<file path="config.mk">
export PLATFORM = sky130hd
export DESIGN_NAME = ictl_top
export DESIGN_NICKNAME = d
export VERILOG_FILES = /design/src/common/ictl_pkg.sv /design/src/hw/ictl_top.sv
export SDC_FILE = /design/constraint.sdc
export NUM_CORES = 1
export LEC_CHECK = 0
export ABC_AREA = 0
export ABC_CLOCK_PERIOD_IN_PS = 74500
export BUFFER_PORTS_ARGS = -buffer_cell sky130_fd_sc_hd__buf_4
export CORE_MARGIN = 2
export CORE_UTILIZATION = 25
export DETAILED_ROUTE_END_ITERATION = 6
export HOLD_SLACK_MARGIN = 0.1
export PLACE_DENSITY_LB_ADDON = 0.05
export SLEW_MARGIN = 20
export SYNTH_ARGS = -nofsm -noshare
export SYNTH_HDL_FRONTEND = slang
export SYNTH_SLANG_ARGS = --single-unit
</file>
<file path="constraint.sdc">
create_clock -name sys_clk -period 74.5 [get_ports sys_clk]
set_input_delay 18.625 -clock sys_clk [delete_from_list [all_inputs] [get_ports sys_clk]]
set_output_delay 18.625 -clock sys_clk [all_outputs]
set_load 0.1 [all_outputs]
</file>
<file path="src/common/ictl_pkg.sv">
// Constants shared by the prioritised interrupt controller.
package ictl_pkg;
    localparam int          NUM_SRC       = 41;
    localparam int          NUM_TRAP      = 4;
    localparam int          NUM_PRIO_REGS = 11;
    localparam int          NUM_VECTORS   = 63;
    // Register byte offsets on the APB port.
    localparam logic [11:0] OFS_FLAGS0    = 12'h000;
    localparam logic [11:0] OFS_FLAGS1    = 12'h004;
    localparam logic [11:0] OFS_FLAGS2    = 12'h008;
    localparam logic [11:0] OFS_EN0       = 12'h00C;
    localparam logic [11:0] OFS_EN1       = 12'h010;
    localparam logic [11:0] OFS_EN2       = 12'h014;
    localparam logic [11:0] OFS_PRIO0     = 12'h018;
    localparam logic [11:0] OFS_PRIO10    = 12'h040;
    localparam logic [11:0] OFS_EXC_CTRL  = 12'h044;
    localparam logic [11:0] OFS_EXT_CTRL  = 12'h048;
    localparam logic [11:0] OFS_PEND_VEC  = 12'h04C;
    localparam logic [11:0] OFS_CORE_CTRL = 12'h050;
    localparam logic [11:0] OFS_CORE_STAT = 12'h054;
    localparam logic [11:0] OFS_TIMED_INTERRUPT_DISABLE_CNT  = 12'h058;
    // Field positions.
    localparam int          NEST_BIT      = 15;
    localparam int          TIMED_INTERRUPT_DISABLE_BIT      = 14;
    localparam int          ALT_BIT       = 15;
    localparam int          EXT0_POL_BIT  = 0;
    localparam int          IPL3_BIT      = 3;
    localparam int          IPL_LO_POS    = 5;
    localparam int          VECTOR_NUMBER_FIELD_POS    = 0;
    localparam int          ILR_POS       = 8;
    localparam int          ADDR_ERR_TRAP = 1;
    // Reset values.
    localparam logic [2:0]  PRIO_RST      = 3'h4;
    localparam logic [3:0]  CPU_LVL_RST   = 4'h0;
    // Vector numbering and levels.
    localparam logic [5:0]  VEC_SRC_BASE  = 6'h08;
    localparam logic [5:0]  VEC_TRAP_BASE = 6'h01;
    localparam logic [3:0]  TRAP_LVL      = 4'h8;
    localparam logic [3:0]  TIMED_INTERRUPT_DISABLE_MAX_LVL  = 4'h6;
    // Program memory vector space.
    localparam logic [23:0] IVT_BASE      = 24'h000004;
    localparam logic [23:0] ALTERNATE_VECTOR_TABLE_BASE     = 24'h000084;
    localparam logic [23:0] VEC_SPACE_LO  = 24'h000004;
    localparam logic [23:0] VEC_SPACE_HI  = 24'h0000FE;
endpackage : ictl_pkg

</file>
<file path="src/hw/ictl_top.sv">
// Prioritised interrupt controller with APB register slave.
`timescale 1ns/100ps
module ictl_top #(
    parameter int STACK_DEPTH = 16
) (
    input  wire logic        sys_clk,
    input  wire logic        rst_n,
    input  wire logic [11:0] paddr,
    input  wire logic        psel,
    input  wire logic        penable,
    input  wire logic        pwrite,
    input  wire logic [31:0] pwdata,
    output logic      [31:0] prdata,
    output logic             pready,
    output logic             pslverr,
    input  wire logic [40:0] periph_irq,
    input  wire logic        ext_req_zero,
    input  wire logic [3:0]  trap_req,
    input  wire logic        irq_ack,
    input  wire logic        irq_ret,
    input  wire logic        instr_retire,
    input  wire logic        fetch_valid,
    input  wire logic [23:0] fetch_addr,
    input  wire logic [23:0] seq_pc,
    input  wire logic [23:0] vec_word,
    input  wire logic        vec_word_valid,
    output logic             irq_req,
    output logic      [5:0]  irq_vector,
    output logic      [3:0]  irq_level,
    output logic             vec_rd,
    output logic      [23:0] vec_addr,
    output logic             pc_load,
    output logic      [23:0] pc_value,
    output logic             addr_err_trap,
    output logic      [3:0]  cpu_priority_level
);
    localparam int DW = $clog2(STACK_DEPTH + 1);

    typedef struct packed {
        logic [47:0]                  flags;
        logic [47:0]                  en;
        logic [43:0][2:0]             prio;
        logic                         nest;
        logic [3:0]                   trapf;
        logic                         alt;
        logic                         ext_pol;
        logic [13:0]                  timed_interrupt_disable_cnt;
        logic [3:0]                   cpu_lvl;
        logic [STACK_DEPTH-1:0][3:0]  stk;
        logic [DW-1:0]                depth;
        logic [5:0]                   pend_vec;
        logic [3:0]                   pend_lvl;
        logic                         req;
        logic                         ext_s1;
        logic                         ext_s2;
        logic                         ext_s3;
        logic                         vec_rd;
        logic [23:0]                  vec_addr;
        logic                         pc_load;
        logic [23:0]                  pc_val;
        logic                         addr_err;
    } ictl_state_type;

    ictl_state_type s_r;
    ictl_state_type s_nxt;

    logic        apb_wr;
    logic        apb_rd;
    logic        prio_hit;
    logic [11:0] prio_ofs;
    logic [3:0]  prio_k;
    logic [47:0] src_set;
    logic [3:0]  trap_set;
    logic        ext_edge;
    logic        in_service;
    logic        ack_take;
    logic        win_valid;
    logic        win_trap;
    logic [5:0]  win_idx;
    logic [5:0]  win_vec;
    logic [3:0]  win_lvl;

    // Returns one priority register word, one source per nibble.
    function automatic logic [15:0] prio_word(input logic [43:0][2:0] p, input logic [3:0] k);
        logic [15:0] w;
        w = 16'h0000;
        for (int j = 0; j < 4; j++)
        begin
            w[4*j +: 3] = ((4 * int'(k) + j) < ictl_pkg::NUM_SRC) ? p[4*k + j] : 3'h0;
        end
        return w;
    endfunction : prio_word

    // Software write of a 16-bit flag word; a hardware set in the same cycle wins.
    function automatic logic [15:0] flag_upd(input logic [15:0] old, input logic wr,
                                             input logic [15:0] wd, input logic [15:0] set);
        return (wr ? wd : old) | set;
    endfunction : flag_upd

    assign apb_wr     = psel & penable & pwrite;
    assign apb_rd     = psel & penable & ~pwrite;
    assign prio_ofs   = paddr - ictl_pkg::OFS_PRIO0;
    assign prio_k     = prio_ofs[5:2];
    assign prio_hit   = (paddr >= ictl_pkg::OFS_PRIO0) && (paddr <= ictl_pkg::OFS_PRIO10)
                        && (paddr[1:0] == 2'b00);
    assign in_service = (s_r.depth != '0);
    assign ack_take   = irq_ack & s_r.req;
    // External pin edge, polarity chosen by software; reads only settled sync stages.
    assign ext_edge   = s_r.ext_pol ? (~s_r.ext_s2 & s_r.ext_s3)
                                    : (s_r.ext_s2 & ~s_r.ext_s3);
    // Peripherals deliver already qualified requests; triggering lives there.
    assign src_set    = {7'h00, periph_irq} | {47'h0, ext_edge};
    assign trap_set   = trap_req | {2'b00, s_r.addr_err, 1'b0};

    // Arbitration: traps first, then highest user level, ties to lowest number.
    always_comb
    begin
        logic [3:0] lvl;
        logic       ok;
        lvl       = 4'h0;
        ok        = 1'b0;
        win_valid = 1'b0;
        win_trap  = 1'b0;
        win_idx   = 6'h00;
        win_lvl   = 4'h0;
        for (int i = 0; i < ictl_pkg::NUM_TRAP; i++)
        begin
            if (!win_valid && s_r.trapf[i] && (ictl_pkg::TRAP_LVL > s_r.cpu_lvl))
            begin
                win_valid = 1'b1;
                win_trap  = 1'b1;
                win_idx   = 6'(i);
                win_lvl   = ictl_pkg::TRAP_LVL;
            end
        end
        for (int i = 0; i < ictl_pkg::NUM_SRC; i++)
        begin
            lvl = {1'b0, s_r.prio[i]};
            ok  = s_r.flags[i] && s_r.en[i]
                  && (lvl != 4'h0)
                  && (lvl > s_r.cpu_lvl)
                  && !(s_r.nest && in_service)
                  && !((s_r.timed_interrupt_disable_cnt != 14'h0) && (lvl <= ictl_pkg::TIMED_INTERRUPT_DISABLE_MAX_LVL));
            // Strict compare keeps the lowest number on equal levels.
            if (ok && !win_trap && (!win_valid || (lvl > win_lvl)))
            begin
                win_valid = 1'b1;
                win_idx   = 6'(i);
                win_lvl   = lvl;
            end
        end
        win_vec = win_trap ? (ictl_pkg::VEC_TRAP_BASE + win_idx)
                           : (ictl_pkg::VEC_SRC_BASE + win_idx);
    end

    always_comb
    begin
        s_nxt = s_r;
        s_nxt.ext_s1 = ext_req_zero;
        s_nxt.ext_s2 = s_r.ext_s1;
        s_nxt.ext_s3 = s_r.ext_s2;
        // Register writes.
        if (apb_wr)
        begin
            if (prio_hit)
            begin
                for (int j = 0; j < 4; j++)
                begin
                    if ((4 * int'(prio_k) + j) < ictl_pkg::NUM_SRC)
                    begin
                        s_nxt.prio[4*prio_k + j] = pwdata[4*j +: 3];
                    end
                end
            end
            else if (paddr == ictl_pkg::OFS_EN0)
            begin
                s_nxt.en[15:0] = pwdata[15:0];
            end
            else if (paddr == ictl_pkg::OFS_EN1)
            begin
                s_nxt.en[31:16] = pwdata[15:0];
            end
            else if (paddr == ictl_pkg::OFS_EN2)
            begin
                s_nxt.en[47:32] = {7'h00, pwdata[8:0]};
            end
            else if (paddr == ictl_pkg::OFS_EXC_CTRL)
            begin
                s_nxt.nest  = pwdata[ictl_pkg::NEST_BIT];
                s_nxt.trapf = pwdata[3:0];
            end
            else if (paddr == ictl_pkg::OFS_EXT_CTRL)
            begin
                s_nxt.alt     = pwdata[ictl_pkg::ALT_BIT];
                s_nxt.ext_pol = pwdata[ictl_pkg::EXT0_POL_BIT];
            end
            else if ((paddr == ictl_pkg::OFS_CORE_CTRL) && !s_r.nest)
            begin
                s_nxt.cpu_lvl[3] = pwdata[ictl_pkg::IPL3_BIT];
            end
            else if ((paddr == ictl_pkg::OFS_CORE_STAT) && !s_r.nest)
            begin
                s_nxt.cpu_lvl[2:0] = pwdata[ictl_pkg::IPL_LO_POS +: 3];
            end
        end
        s_nxt.flags[15:0]  = flag_upd(s_r.flags[15:0], apb_wr && (paddr == ictl_pkg::OFS_FLAGS0),
                                      pwdata[15:0], src_set[15:0]);
        s_nxt.flags[31:16] = flag_upd(s_r.flags[31:16], apb_wr && (paddr == ictl_pkg::OFS_FLAGS1),
                                      pwdata[15:0], src_set[31:16]);
        s_nxt.flags[47:32] = flag_upd(s_r.flags[47:32], apb_wr && (paddr == ictl_pkg::OFS_FLAGS2),
                                      {7'h00, pwdata[8:0]}, src_set[47:32]);
        s_nxt.trapf = s_nxt.trapf | trap_set;
        // Timed disable counts retired instructions down to zero.
        if (apb_wr && (paddr == ictl_pkg::OFS_TIMED_INTERRUPT_DISABLE_CNT))
        begin
            s_nxt.timed_interrupt_disable_cnt = pwdata[13:0];
        end
        else if (instr_retire && (s_r.timed_interrupt_disable_cnt != 14'h0))
        begin
            s_nxt.timed_interrupt_disable_cnt = s_r.timed_interrupt_disable_cnt - 14'h1;
        end
        s_nxt.req = win_valid;
        if (win_valid)
        begin
            s_nxt.pend_vec = win_vec;
            s_nxt.pend_lvl = win_lvl;
        end
        // Acceptance raises the CPU level; return restores the saved one.
        s_nxt.vec_rd = ack_take;
        if (ack_take)
        begin
            if (s_r.depth != DW'(STACK_DEPTH))
            begin
                s_nxt.stk[s_r.depth] = s_r.cpu_lvl;
                s_nxt.depth          = s_r.depth + DW'(1);
            end
            s_nxt.cpu_lvl  = s_r.pend_lvl;
            s_nxt.vec_addr = (s_r.alt ? ictl_pkg::ALTERNATE_VECTOR_TABLE_BASE : ictl_pkg::IVT_BASE)
                             + {17'h0, s_r.pend_vec, 1'b0};
        end
        else if (irq_ret && in_service)
        begin
            s_nxt.depth   = s_r.depth - DW'(1);
            s_nxt.cpu_lvl = s_r.stk[s_r.depth - DW'(1)];
        end
        s_nxt.pc_load = vec_word_valid;
        s_nxt.pc_val  = vec_word_valid ? vec_word : seq_pc;
        s_nxt.addr_err = fetch_valid && (fetch_addr >= ictl_pkg::VEC_SPACE_LO)
                         && (fetch_addr <= ictl_pkg::VEC_SPACE_HI);
    end

    always_ff @(posedge sys_clk or negedge rst_n)
    begin
        if (!rst_n)
        begin
            s_r         <= '0;
            s_r.prio    <= {44{ictl_pkg::PRIO_RST}};
            s_r.cpu_lvl <= ictl_pkg::CPU_LVL_RST;
        end
        else
        begin
            s_r <= s_nxt;
        end
    end

    // Read decode; registers answer in the first access cycle.
    always_comb
    begin
        prdata  = 32'h0000_0000;
        pslverr = 1'b0;
        if (prio_hit)
        begin
            prdata[15:0] = prio_word(s_r.prio, prio_k);
        end
        else if ((paddr <= ictl_pkg::OFS_EN2) && (paddr[1:0] == 2'b00))
        begin
            prdata[15:0] = 16'({s_r.en, s_r.flags} >> (16 * paddr[4:2]));
        end
        else if (paddr == ictl_pkg::OFS_EXC_CTRL)
        begin
            prdata[ictl_pkg::NEST_BIT] = s_r.nest;
            prdata[3:0]                = s_r.trapf;
        end
        else if (paddr == ictl_pkg::OFS_EXT_CTRL)
        begin
            prdata[ictl_pkg::ALT_BIT]      = s_r.alt;
            prdata[ictl_pkg::TIMED_INTERRUPT_DISABLE_BIT]     = (s_r.timed_interrupt_disable_cnt != 14'h0);
            prdata[ictl_pkg::EXT0_POL_BIT] = s_r.ext_pol;
        end
        else if (paddr == ictl_pkg::OFS_PEND_VEC)
        begin
            prdata[ictl_pkg::VECTOR_NUMBER_FIELD_POS +: 6] = s_r.pend_vec;
            prdata[ictl_pkg::ILR_POS +: 4]    = s_r.pend_lvl;
        end
        else if (paddr == ictl_pkg::OFS_CORE_CTRL)
        begin
            prdata[ictl_pkg::IPL3_BIT] = s_r.cpu_lvl[3];
        end
        else if (paddr == ictl_pkg::OFS_CORE_STAT)
        begin
            prdata[ictl_pkg::IPL_LO_POS +: 3] = s_r.cpu_lvl[2:0];
        end
        else if (paddr == ictl_pkg::OFS_TIMED_INTERRUPT_DISABLE_CNT)
        begin
            prdata[13:0] = s_r.timed_interrupt_disable_cnt;
        end
        else
        begin
            pslverr = psel & penable;
        end
        if (!apb_rd)
        begin
            prdata = 32'h0000_0000;
        end
    end

    assign pready             = 1'b1;
    assign irq_req            = s_r.req;
    assign irq_vector         = s_r.pend_vec;
    assign irq_level          = s_r.pend_lvl;
    assign vec_rd             = s_r.vec_rd;
    assign vec_addr           = s_r.vec_addr;
    assign pc_load            = s_r.pc_load;
    assign pc_value           = s_r.pc_val;
    assign addr_err_trap      = s_r.addr_err;
    assign cpu_priority_level = s_r.cpu_lvl;
endmodule : ictl_top

</file>
==> reports/qor.yml, run 1 <==
synth:
  syn_avg_cell_area_um2: 9.24
  synth_cell_types: 106
  synthAdderAreaFrac_pct: 11.2
  ys_async_sr_fraction_pct: 100
  ys.flop_type: "dfrtp_1"
  yosys.area_share.simple_pct: 15.6
  yosys_warnings: 0
  synth_compound_area_share_pct: 20.0
  ys_seq_elements: 357
  synth_top_family_by_area: "compound AO/OA/AOI/OAI gates"
  synth_xor_xnor_area_share_pct: 0.734
  ys_seq_area_share_pct: 31.4
  synthMuxAreaShare_pct: 14.9
  synth-edff-count: 0
  netlist_instances: 3100
  syn_area_um2: 28600
critical_path:
  worstPathArrival_ns: 69.07
  r2r-start: "s_r[65]"
  endpoint_kind: "flip-flop"
  r2r_slack_ns: 6.03
  rr_worst_depth: 337
  path_delay_family: "compound AO/OA/AOI/OAI gates"
  startpoint_type: "flip-flop"
  max_stage_delay_ns: 0.61
  crit_fanout: 22
  crit_slowest_cell: "a221oi_2"
  required_ns: 75.10
  endpoint: "irq_vector[5]"
  worstSetupPathType: "flip-flop to flip-flop"
  reg2reg_to: "irq_vector[5]"
  startpoint: "s_r[65]"
  crit_cells: 337
  critPathBufInv: 27
  crit_top_cell: "a21oi_1"
routing:
  vias_per_cell: 5.40
  drt_first_iter_violations: 1826
  drc_errors: 7
  antenna_left: 0
  dr_total_vias: 26000
  post_drt_wl_per_cell_um: 28.1
  routed_wl_um: 135000
  firstDrtPassIters: 7
clock_network:
  cts_max_level: 2
  cts_buffers: 50
  hold_buffers: 0
  insertion_delay_ns: 0.68
  cts_buffer_depth: 3
  root_buffer: "clkbuf_16"
  cts_tree: "built"
  cts.sinks: 357
  clkTransAtPathRegs_ns: 0.06
global_route:
  grt_start_max_net_pins: 84
  antenna_found_initial: 8
  grt_pass1_wl_um: 193000
  first_global_vias: 25700
  gr-total-overflow: 0
  grt_util_all_layers_pct: 22.7
placement:
  dp_hpwl_um: 101000
  placed_cells: 4715
  port_buffers: 222
  gp_congestion: 0.892
sta:
  setup_tns_ns: 0
  timing.final.crit_share_pct: 91.9
  setup_viol: 0
  clock_skew_ns: 0.0553
  max_freq_ghz: 0.0146
  grt_setup_unrepaired: "false"
  relSlewSlack_pct: 21.5
  tightest_slew_ns: 1.17
  finalHoldViolCount: 0
  post-route-min-period_ns: 68.47
  drv_slew: 0
die:
  io_pins: 272
  die_area_um2: 117000
  initial_utilization_pct: 25.1
  core_area_um2: 114000
  placementRows: 124
  die_w_um: 343
  die_y_um: 343
power:
  total_power_uw: 763
  powerDensity_nw_per_um2: 22.8
  p_leak_uw: 0.0146
  irDropWorstVdd_uv: 18.9
layout:
  drive_above_1_share_pct: 23.4
  fin_nets: 3683
  area_growth_pct: 16.7
  instances_no_fill: 4812
job:
  maxCapViolations: 0
worst_hold_path:
  min_path_type: "flip-flop to flip-flop"
run_status:
  violations: "design-rule violations"
  status: "complete, but fails checks"
==> layer usage <==
layer / routed length (um) / up-vias / GRT usage (%)
li1: - / 11700 / -
met1: 62100 / 13200 / 31.7
met2: 62300 / 854 / 36.8
met3: 6570 / 163 / 2.47
met4: 3970 / 2 / 6.57
met5: 13 / - / 0
==> cell usage in the layout (no fill, tap or decap), types with 53 or more instances in the layout <==
cell type,instances
dfrtp_1,312
nand2_1,298
buf_4,273
ha_1,256
mux2_2,238
nor2_1,205
o21ai_0,204
inv_1,163
a21oi_1,155
nand3_1,103
nor2b_1,90
nor3_1,55
a21o_1,53
mux4_2,53
==> metrics by stage <==
| step | hold WS, ns | utilization [%] | area [um2] | setup WS, ns |
|---|---|---|---|---|
| global route | 0.369 | 29.3 | 33400 | 0.141 |
| CTS | 0.365 | 29.3 | 33400 | 6.15 |
| floorplan | 0.331 | - | 28800 | 18.33 |
| detailed placement | 0.350 | 27.8 | 31700 | 6.55 |
| global placement | 0.350 | 27.8 | 31700 | 6.95 |
| finish | 0.361 | 29.3 | 33400 | 6.03 |
==> cell usage after synthesis (12+ instances only) <==
cell type / number / share of area, %
nand2_1: 298 / 3.9
a22oi_1: 15 / 0.39
nor2b_1: 90 / 2.0
o21ai_0: 204 / 3.6
o21ai_1: 12 / 0.21
a21boi_0: 13 / 0.34
ha_1: 256 / 11
a21o_1: 53 / 1.4
clkbuf_1: 94 / 1.2
dfstp_2: 44 / 4.0
a211o_1: 50 / 1.5
o31ai_1: 25 / 0.66
nand2b_1: 31 / 0.68
mux2i_1: 38 / 1.3
and3_1: 17 / 0.37
nor2_1: 209 / 2.7
or3_1: 20 / 0.44
nand3_1: 103 / 1.8
dfrtp_1: 313 / 27
buf_4: 80 / 2.1
xnor2_1: 13 / 0.40
a21oi_1: 155 / 2.7
a311oi_1: 36 / 1.1
nand4_1: 17 / 0.37
o21a_1: 32 / 0.84
a31oi_1: 43 / 0.94
a221oi_1: 22 / 0.67
and2_1: 15 / 0.33
mux4_2: 53 / 4.2
mux2_2: 238 / 9.4
nor3_1: 61 / 1.1
inv_1: 165 / 2.2
buf_1: 14 / 0.18
o2111ai_1: 13 / 0.40
nor4_1: 13 / 0.28
o221ai_1: 12 / 0.37
==> final cells by class <==
type                    count  area (um2)
fillers                 12000       80600
multi-input cells        2401       18100
flip-flops and latches    357        8990
repair buffers            275        2080
well taps                1512        1890
clock buffers              71        1440
inverters                 170         638
clock inverters            23         275
diodes                      3        7.51
==> worst min-delay path by stage <==
| stage | from | end | slack, ns | cells past startpoint |
|---|---|---|---|---|
| 2_1_floorplan | s_nxt[52] | s_nxt[51] | 0.33 | 0 |
| 3_3_place_gp | s_nxt[52] | s_nxt[51] | 0.35 | 0 |
| 3_5_place_dp | s_nxt[52] | s_nxt[51] | 0.35 | 0 |
| 4_1_cts | s_nxt[52] | s_nxt[51] | 0.36 | 0 |
| 5_1_grt | s_nxt[52] | s_nxt[51] | 0.37 | 0 |
| 6_report | s_nxt[52] | s_nxt[51] | 0.36 | 0 |
==> power breakdown <==
group / switching, uW / leakage, uW / internal, uW
logic: 182 / 0.00955 / 87.6
registers: 23.4 / 0.00420 / 216
clock network: 108 / 0.000818 / 146
total: 313 / 0.0146 / 450
==> sequential cells by signal, summed over array words and instances (netlist names) <==
| signal | flops |
|---|---|
| cpu_priority_level | 4 |
| s_nxt | 2 |
| irq_level | 4 |
| pc_value | 24 |
| irq_vector | 6 |
| vec_addr | 8 |
| s_r | 305 |
| addr_err_trap | 1 |
| pc_load | 1 |
| vec_rd | 1 |
| irq_req | 1 |
==> what timing repair did <==
action / CTS / global route
setup buffers: 0 / 0
setup endpoints to repair: 0 / 4
resized for setup: 0 / 2
==> cells by family after synthesis <==
group / count (synthesis)
AOI/OAI and AO/OA: 832
adders and majority gates: 256
DFF: 357
buffers and inverters: 373
muxes: 330
and+or+nand+nor: 926
xor gates and xnor gates: 24
other: 2
Note: power is estimated with default switching activity, not from simulation.
==> run 2: changes to the inputs <==
--- a/config.mk
+++ b/config.mk
@@ -5,10 +5,9 @@
 export SDC_FILE = /design/constraint.sdc
 export NUM_CORES = 1
 export LEC_CHECK = 0
-export ABC_AREA = 0
-export ABC_CLOCK_PERIOD_IN_PS = 74500
+export ABC_AREA = 1
+export ABC_CLOCK_PERIOD_IN_PS = 76100
 export BUFFER_PORTS_ARGS = -buffer_cell sky130_fd_sc_hd__buf_4
-export CORE_MARGIN = 2
 export CORE_UTILIZATION = 25
 export DETAILED_ROUTE_END_ITERATION = 6
 export HOLD_SLACK_MARGIN = 0.1
==> constraint.sdc (replaced) <==
create_clock -name sys_clk -period 76.1 [get_ports sys_clk]
set_input_delay 19.025 -clock sys_clk [delete_from_list [all_inputs] [get_ports sys_clk]]
set_output_delay 19.025 -clock sys_clk [all_outputs]
set_load 0.1 [all_outputs]
==> run 2 against run 1 <==
  * The run now ends clean
  * Sequential share of layout area up 1.1 points
  * Synthesized cell count up 22%
  * Count of clock-buffer cells in the layout up 1
  * Register-to-register slack better by 18 ns
  * Highest routed layer unchanged
  * Largest power group unchanged
  * Sequential cell count unchanged
  * Setup slack better by 18 ns
  * Cell area down 4.1%
  * Via count up 4.3%
  * Combinational power up 23%
  * Die area down 5.1%
==> reports/qor.yml, run 2 <==
routing:
  firstDrtPassIters: 6  # -1
  drt_first_iter_violations: 2297  # +26%
  post_drt_wl_per_cell_um: 24.4  # -13%
  antenna_left: 0  # unchanged
  routed_wl_um: 131000  # -2.7%
  vias_per_cell: 5.03  # -6.7%
  dr_total_vias: 27100  # +4.3%
  drc_errors: 0  # -7
sta:
  tightest_slew_ns: 1.03  # -0.137 ns
  clock_skew_ns: 0.0217  # -0.0337 ns
  setup_tns_ns: 0  # unchanged
  timing.final.crit_share_pct: 68.5  # -23 points
  grt_setup_unrepaired: "false"
  whs_ns: 0.352  # -0.00910 ns
  drv_slew: 0  # unchanged
  post-route-min-period_ns: 52.11  # -16.36 ns
  finalHoldViolCount: 0  # unchanged
  max_freq_ghz: 0.0192  # +31%
  relSlewSlack_pct: 30.7  # +9.2 points
  setup_viol: 0  # unchanged
critical_path:
  required_ns: 76.59  # +1.49 ns
  worstPathArrival_ns: 52.60  # -16.47 ns
  critPathBufInv: 70  # +160%
  startpoint_type: "flip-flop"
  crit_top_cell: "nand2_1"
  crit_slowest_cell: "dfrtp_1"
  max_stage_delay_ns: 0.63  # +0.02 ns
  endpoint_kind: "flip-flop"
  path_delay_family: "simple AND/OR/NAND/NOR gates"
  crit_fanout: 34  # +55%
  worstSetupPathType: "flip-flop to flip-flop"
placement:
  gp_congestion: 0.886  # -0.63%
  dp_hpwl_um: 96800  # -4.5%
  dpl-instance-area_um2: 30300  # -4.2%
  port_buffers: 222  # unchanged
clock_network:
  cts_tree: "built"
  root_buffer: "clkbuf_16"
  hold_buffers: 0  # unchanged
  cts_max_level: 2  # unchanged
  clkTransAtPathRegs_ns: 0.06  # about the same
  cts_buffer_depth: 3  # unchanged
  cts.sinks: 357  # unchanged
  cts_resized: 0  # unchanged
  cts_buffers: 49  # -2.0%
  insertion_delay_ns: 0.67  # about the same
  postCtsSetupRepairBufs: 0  # unchanged
layout:
  largest-register: "s_r"
  area_growth_pct: 16.6  # about the same
  final_common_cell: "nand2_1"
  seqCellArea_um2: 8990  # unchanged
  fin_nets: 4352  # +18%
  largest_register_ffs: 305  # unchanged
  layout_common_cells: "800 x nand2_1, 442 x o21ai_0, 413 x inv_1"
  fill_cells: 12000  # -0.0083%
  drive_above_1_share_pct: 12.8  # -11 points
  multi_input_area_um2: 15900  # -12%
  fin_area_um2: 32100  # -4.1%
synth:
  synth.top_cells.by_count: "803 x nand2_1, 442 x o21ai_0, 422 x inv_1"
  synth_cell_types: 67  # -37%
  ys_async_sr_fraction_pct: 100  # unchanged
  ys_seq_elements: 357  # unchanged
  yosysTopAreaCell: "dfrtp_1"
  ys_seq_area_share_pct: 32.7  # +1.3 points
  synth_most_common_cell: "nand2_1"
  syn_avg_cell_area_um2: 7.29  # -21%
  ys.flop_type: "dfrtp_1"
  syn_area_um2: 27500  # -4.0%
  yosys-top-cells-area: "dfrtp_1 28%, ha_1 12%, nand2_1 11%, o21ai_0 8.0%, inv_1 5.8%"
  synth.top_cell.area_share_pct: 28.5  # +1.1 points
  synth-edff-count: 0  # unchanged
  yosys_warnings: 0  # unchanged
  netlist_instances: 3775  # +22%
power:
  powerDensity_nw_per_um2: 25.3  # +11%
  p_int_uw: 447  # -0.70%
  power_frac_comb_pct: 40.9  # +5.6 points
  switching_share_pct: 44.9  # +3.8 points
  p_leak_uw: 0.0146  # +0.37%
  pwr-share-seq_pct: 28.5  # -2.9 points
  power_frac_clock_pct: 30.6  # -2.7 points
  irDropWorstVdd_uv: 17.5  # -7.4%
  power.switching_uw: 363  # +16%
run_status:
  status: "finished, final reports clean"
die:
  die_y_um: 334  # -2.6%
  die_w_um: 334  # -2.6%
  placementRows: 121  # -2.4%
  io_pins: 272  # unchanged
  initial_utilization_pct: 25.2  # +0.11 points
  die_area_um2: 111000  # -5.1%
  core_area_um2: 109000  # -4.4%
global_route:
  grt_util_all_layers_pct: 23.4  # +0.68 points
  grt_start_max_net_pins: 130  # +55%
  first_global_vias: 26300  # +2.1%
  antenna_found_initial: 12  # +4
  gr-total-overflow: 0  # unchanged
  grt_pass1_wl_um: 190000  # -1.3%
job:
  maxCapViolations: 0  # unchanged
worst_hold_path:
  min_path_type: "flip-flop to flip-flop"
run 2: cell types whose count changed after synthesis, sizes merged, moves of 90 or more:
cell   change
inv      +271
nor2b     -90
nand2    +515
o21ai    +235
nand3    +133
mux2     -215
run 2: layer usage:
metal  routed length, um  vias to the layer above  global-route usage, %
met5                  41                        -                      0
met4                3190                        6                   5.57
met3                8120                      140                   3.70
met2               57200                      824                   36.2
met1               62800                    13000                   33.7
li1                    -                    13200                      -
run 2: through the flow:
stage	instances	util, %	power, uW	worst slack (ns)
global route	5378	29.4	864	17.88
detailed placement	5287	27.8	567	23.79
floorplan	3806	-	454	31.33
finish	5380	29.4	810	23.99
global placement	5287	27.8	569	23.39
CTS	5378	29.4	820	23.64
run 2: area by class of cell:
cell class	count	share of cell area (%)
Multi-Input combinational cell	2806	49.7
Sequential cell	357	28.0
Timing Repair Buffer	260	6.15
Tap cell	1414	5.52
Inverter	450	5.28
Clock buffer	72	4.59
Clock inverter	19	0.730
Antenna cell	2	0.0156
run 2: logic make-up after synthesis:
family	Yosys count	share of synthesized area, %
flops	357	32.7
buf+inv	643	9.92
mux	28	1.13
fa+ha+maj	256	11.6
simple gates	1526	24.0
compound gates	947	20.1
xor+xnor	16	0.509
other cells	2	0.0273
run 2: final timing paths:
kind / start / to / slack, ns / cells after the start
max in group asynchronous: rst_n / s_r[225] / 55.22 / 4
max reg2reg: cpu_priority_level[3] / irq_vector[1] / 23.99 / 392
max: cpu_priority_level[3] / irq_vector[1] / 23.99 / 392
min in group asynchronous: rst_n / s_r[96] / 18.32 / 1
min: s_nxt[52] / s_nxt[51] / 0.35 / 0
min reg2reg: s_nxt[52] / s_nxt[51] / 0.35 / 0
run 2: worst register-to-register path, delay by kind of cell (launching register included):
family	cells	cell delay (ns)
AO/OA/AOI/OAI	92	14.43
buffers and inverters	70	5.83
flip-flops	1	0.63
AND/OR/NAND/NOR	189	19.51
adder cells (fa/ha/maj)	41	11.53
run 2: power by group through the flow:
stage / sequential, uW / clock, uW / combinational [uW]
floorplan: 231 / 0 / 223
global placement: 233 / 0 / 336
detailed placement: 233 / 0 / 334
CTS: 230 / 255 / 335
global route: 233 / 263 / 368
finish: 231 / 248 / 331
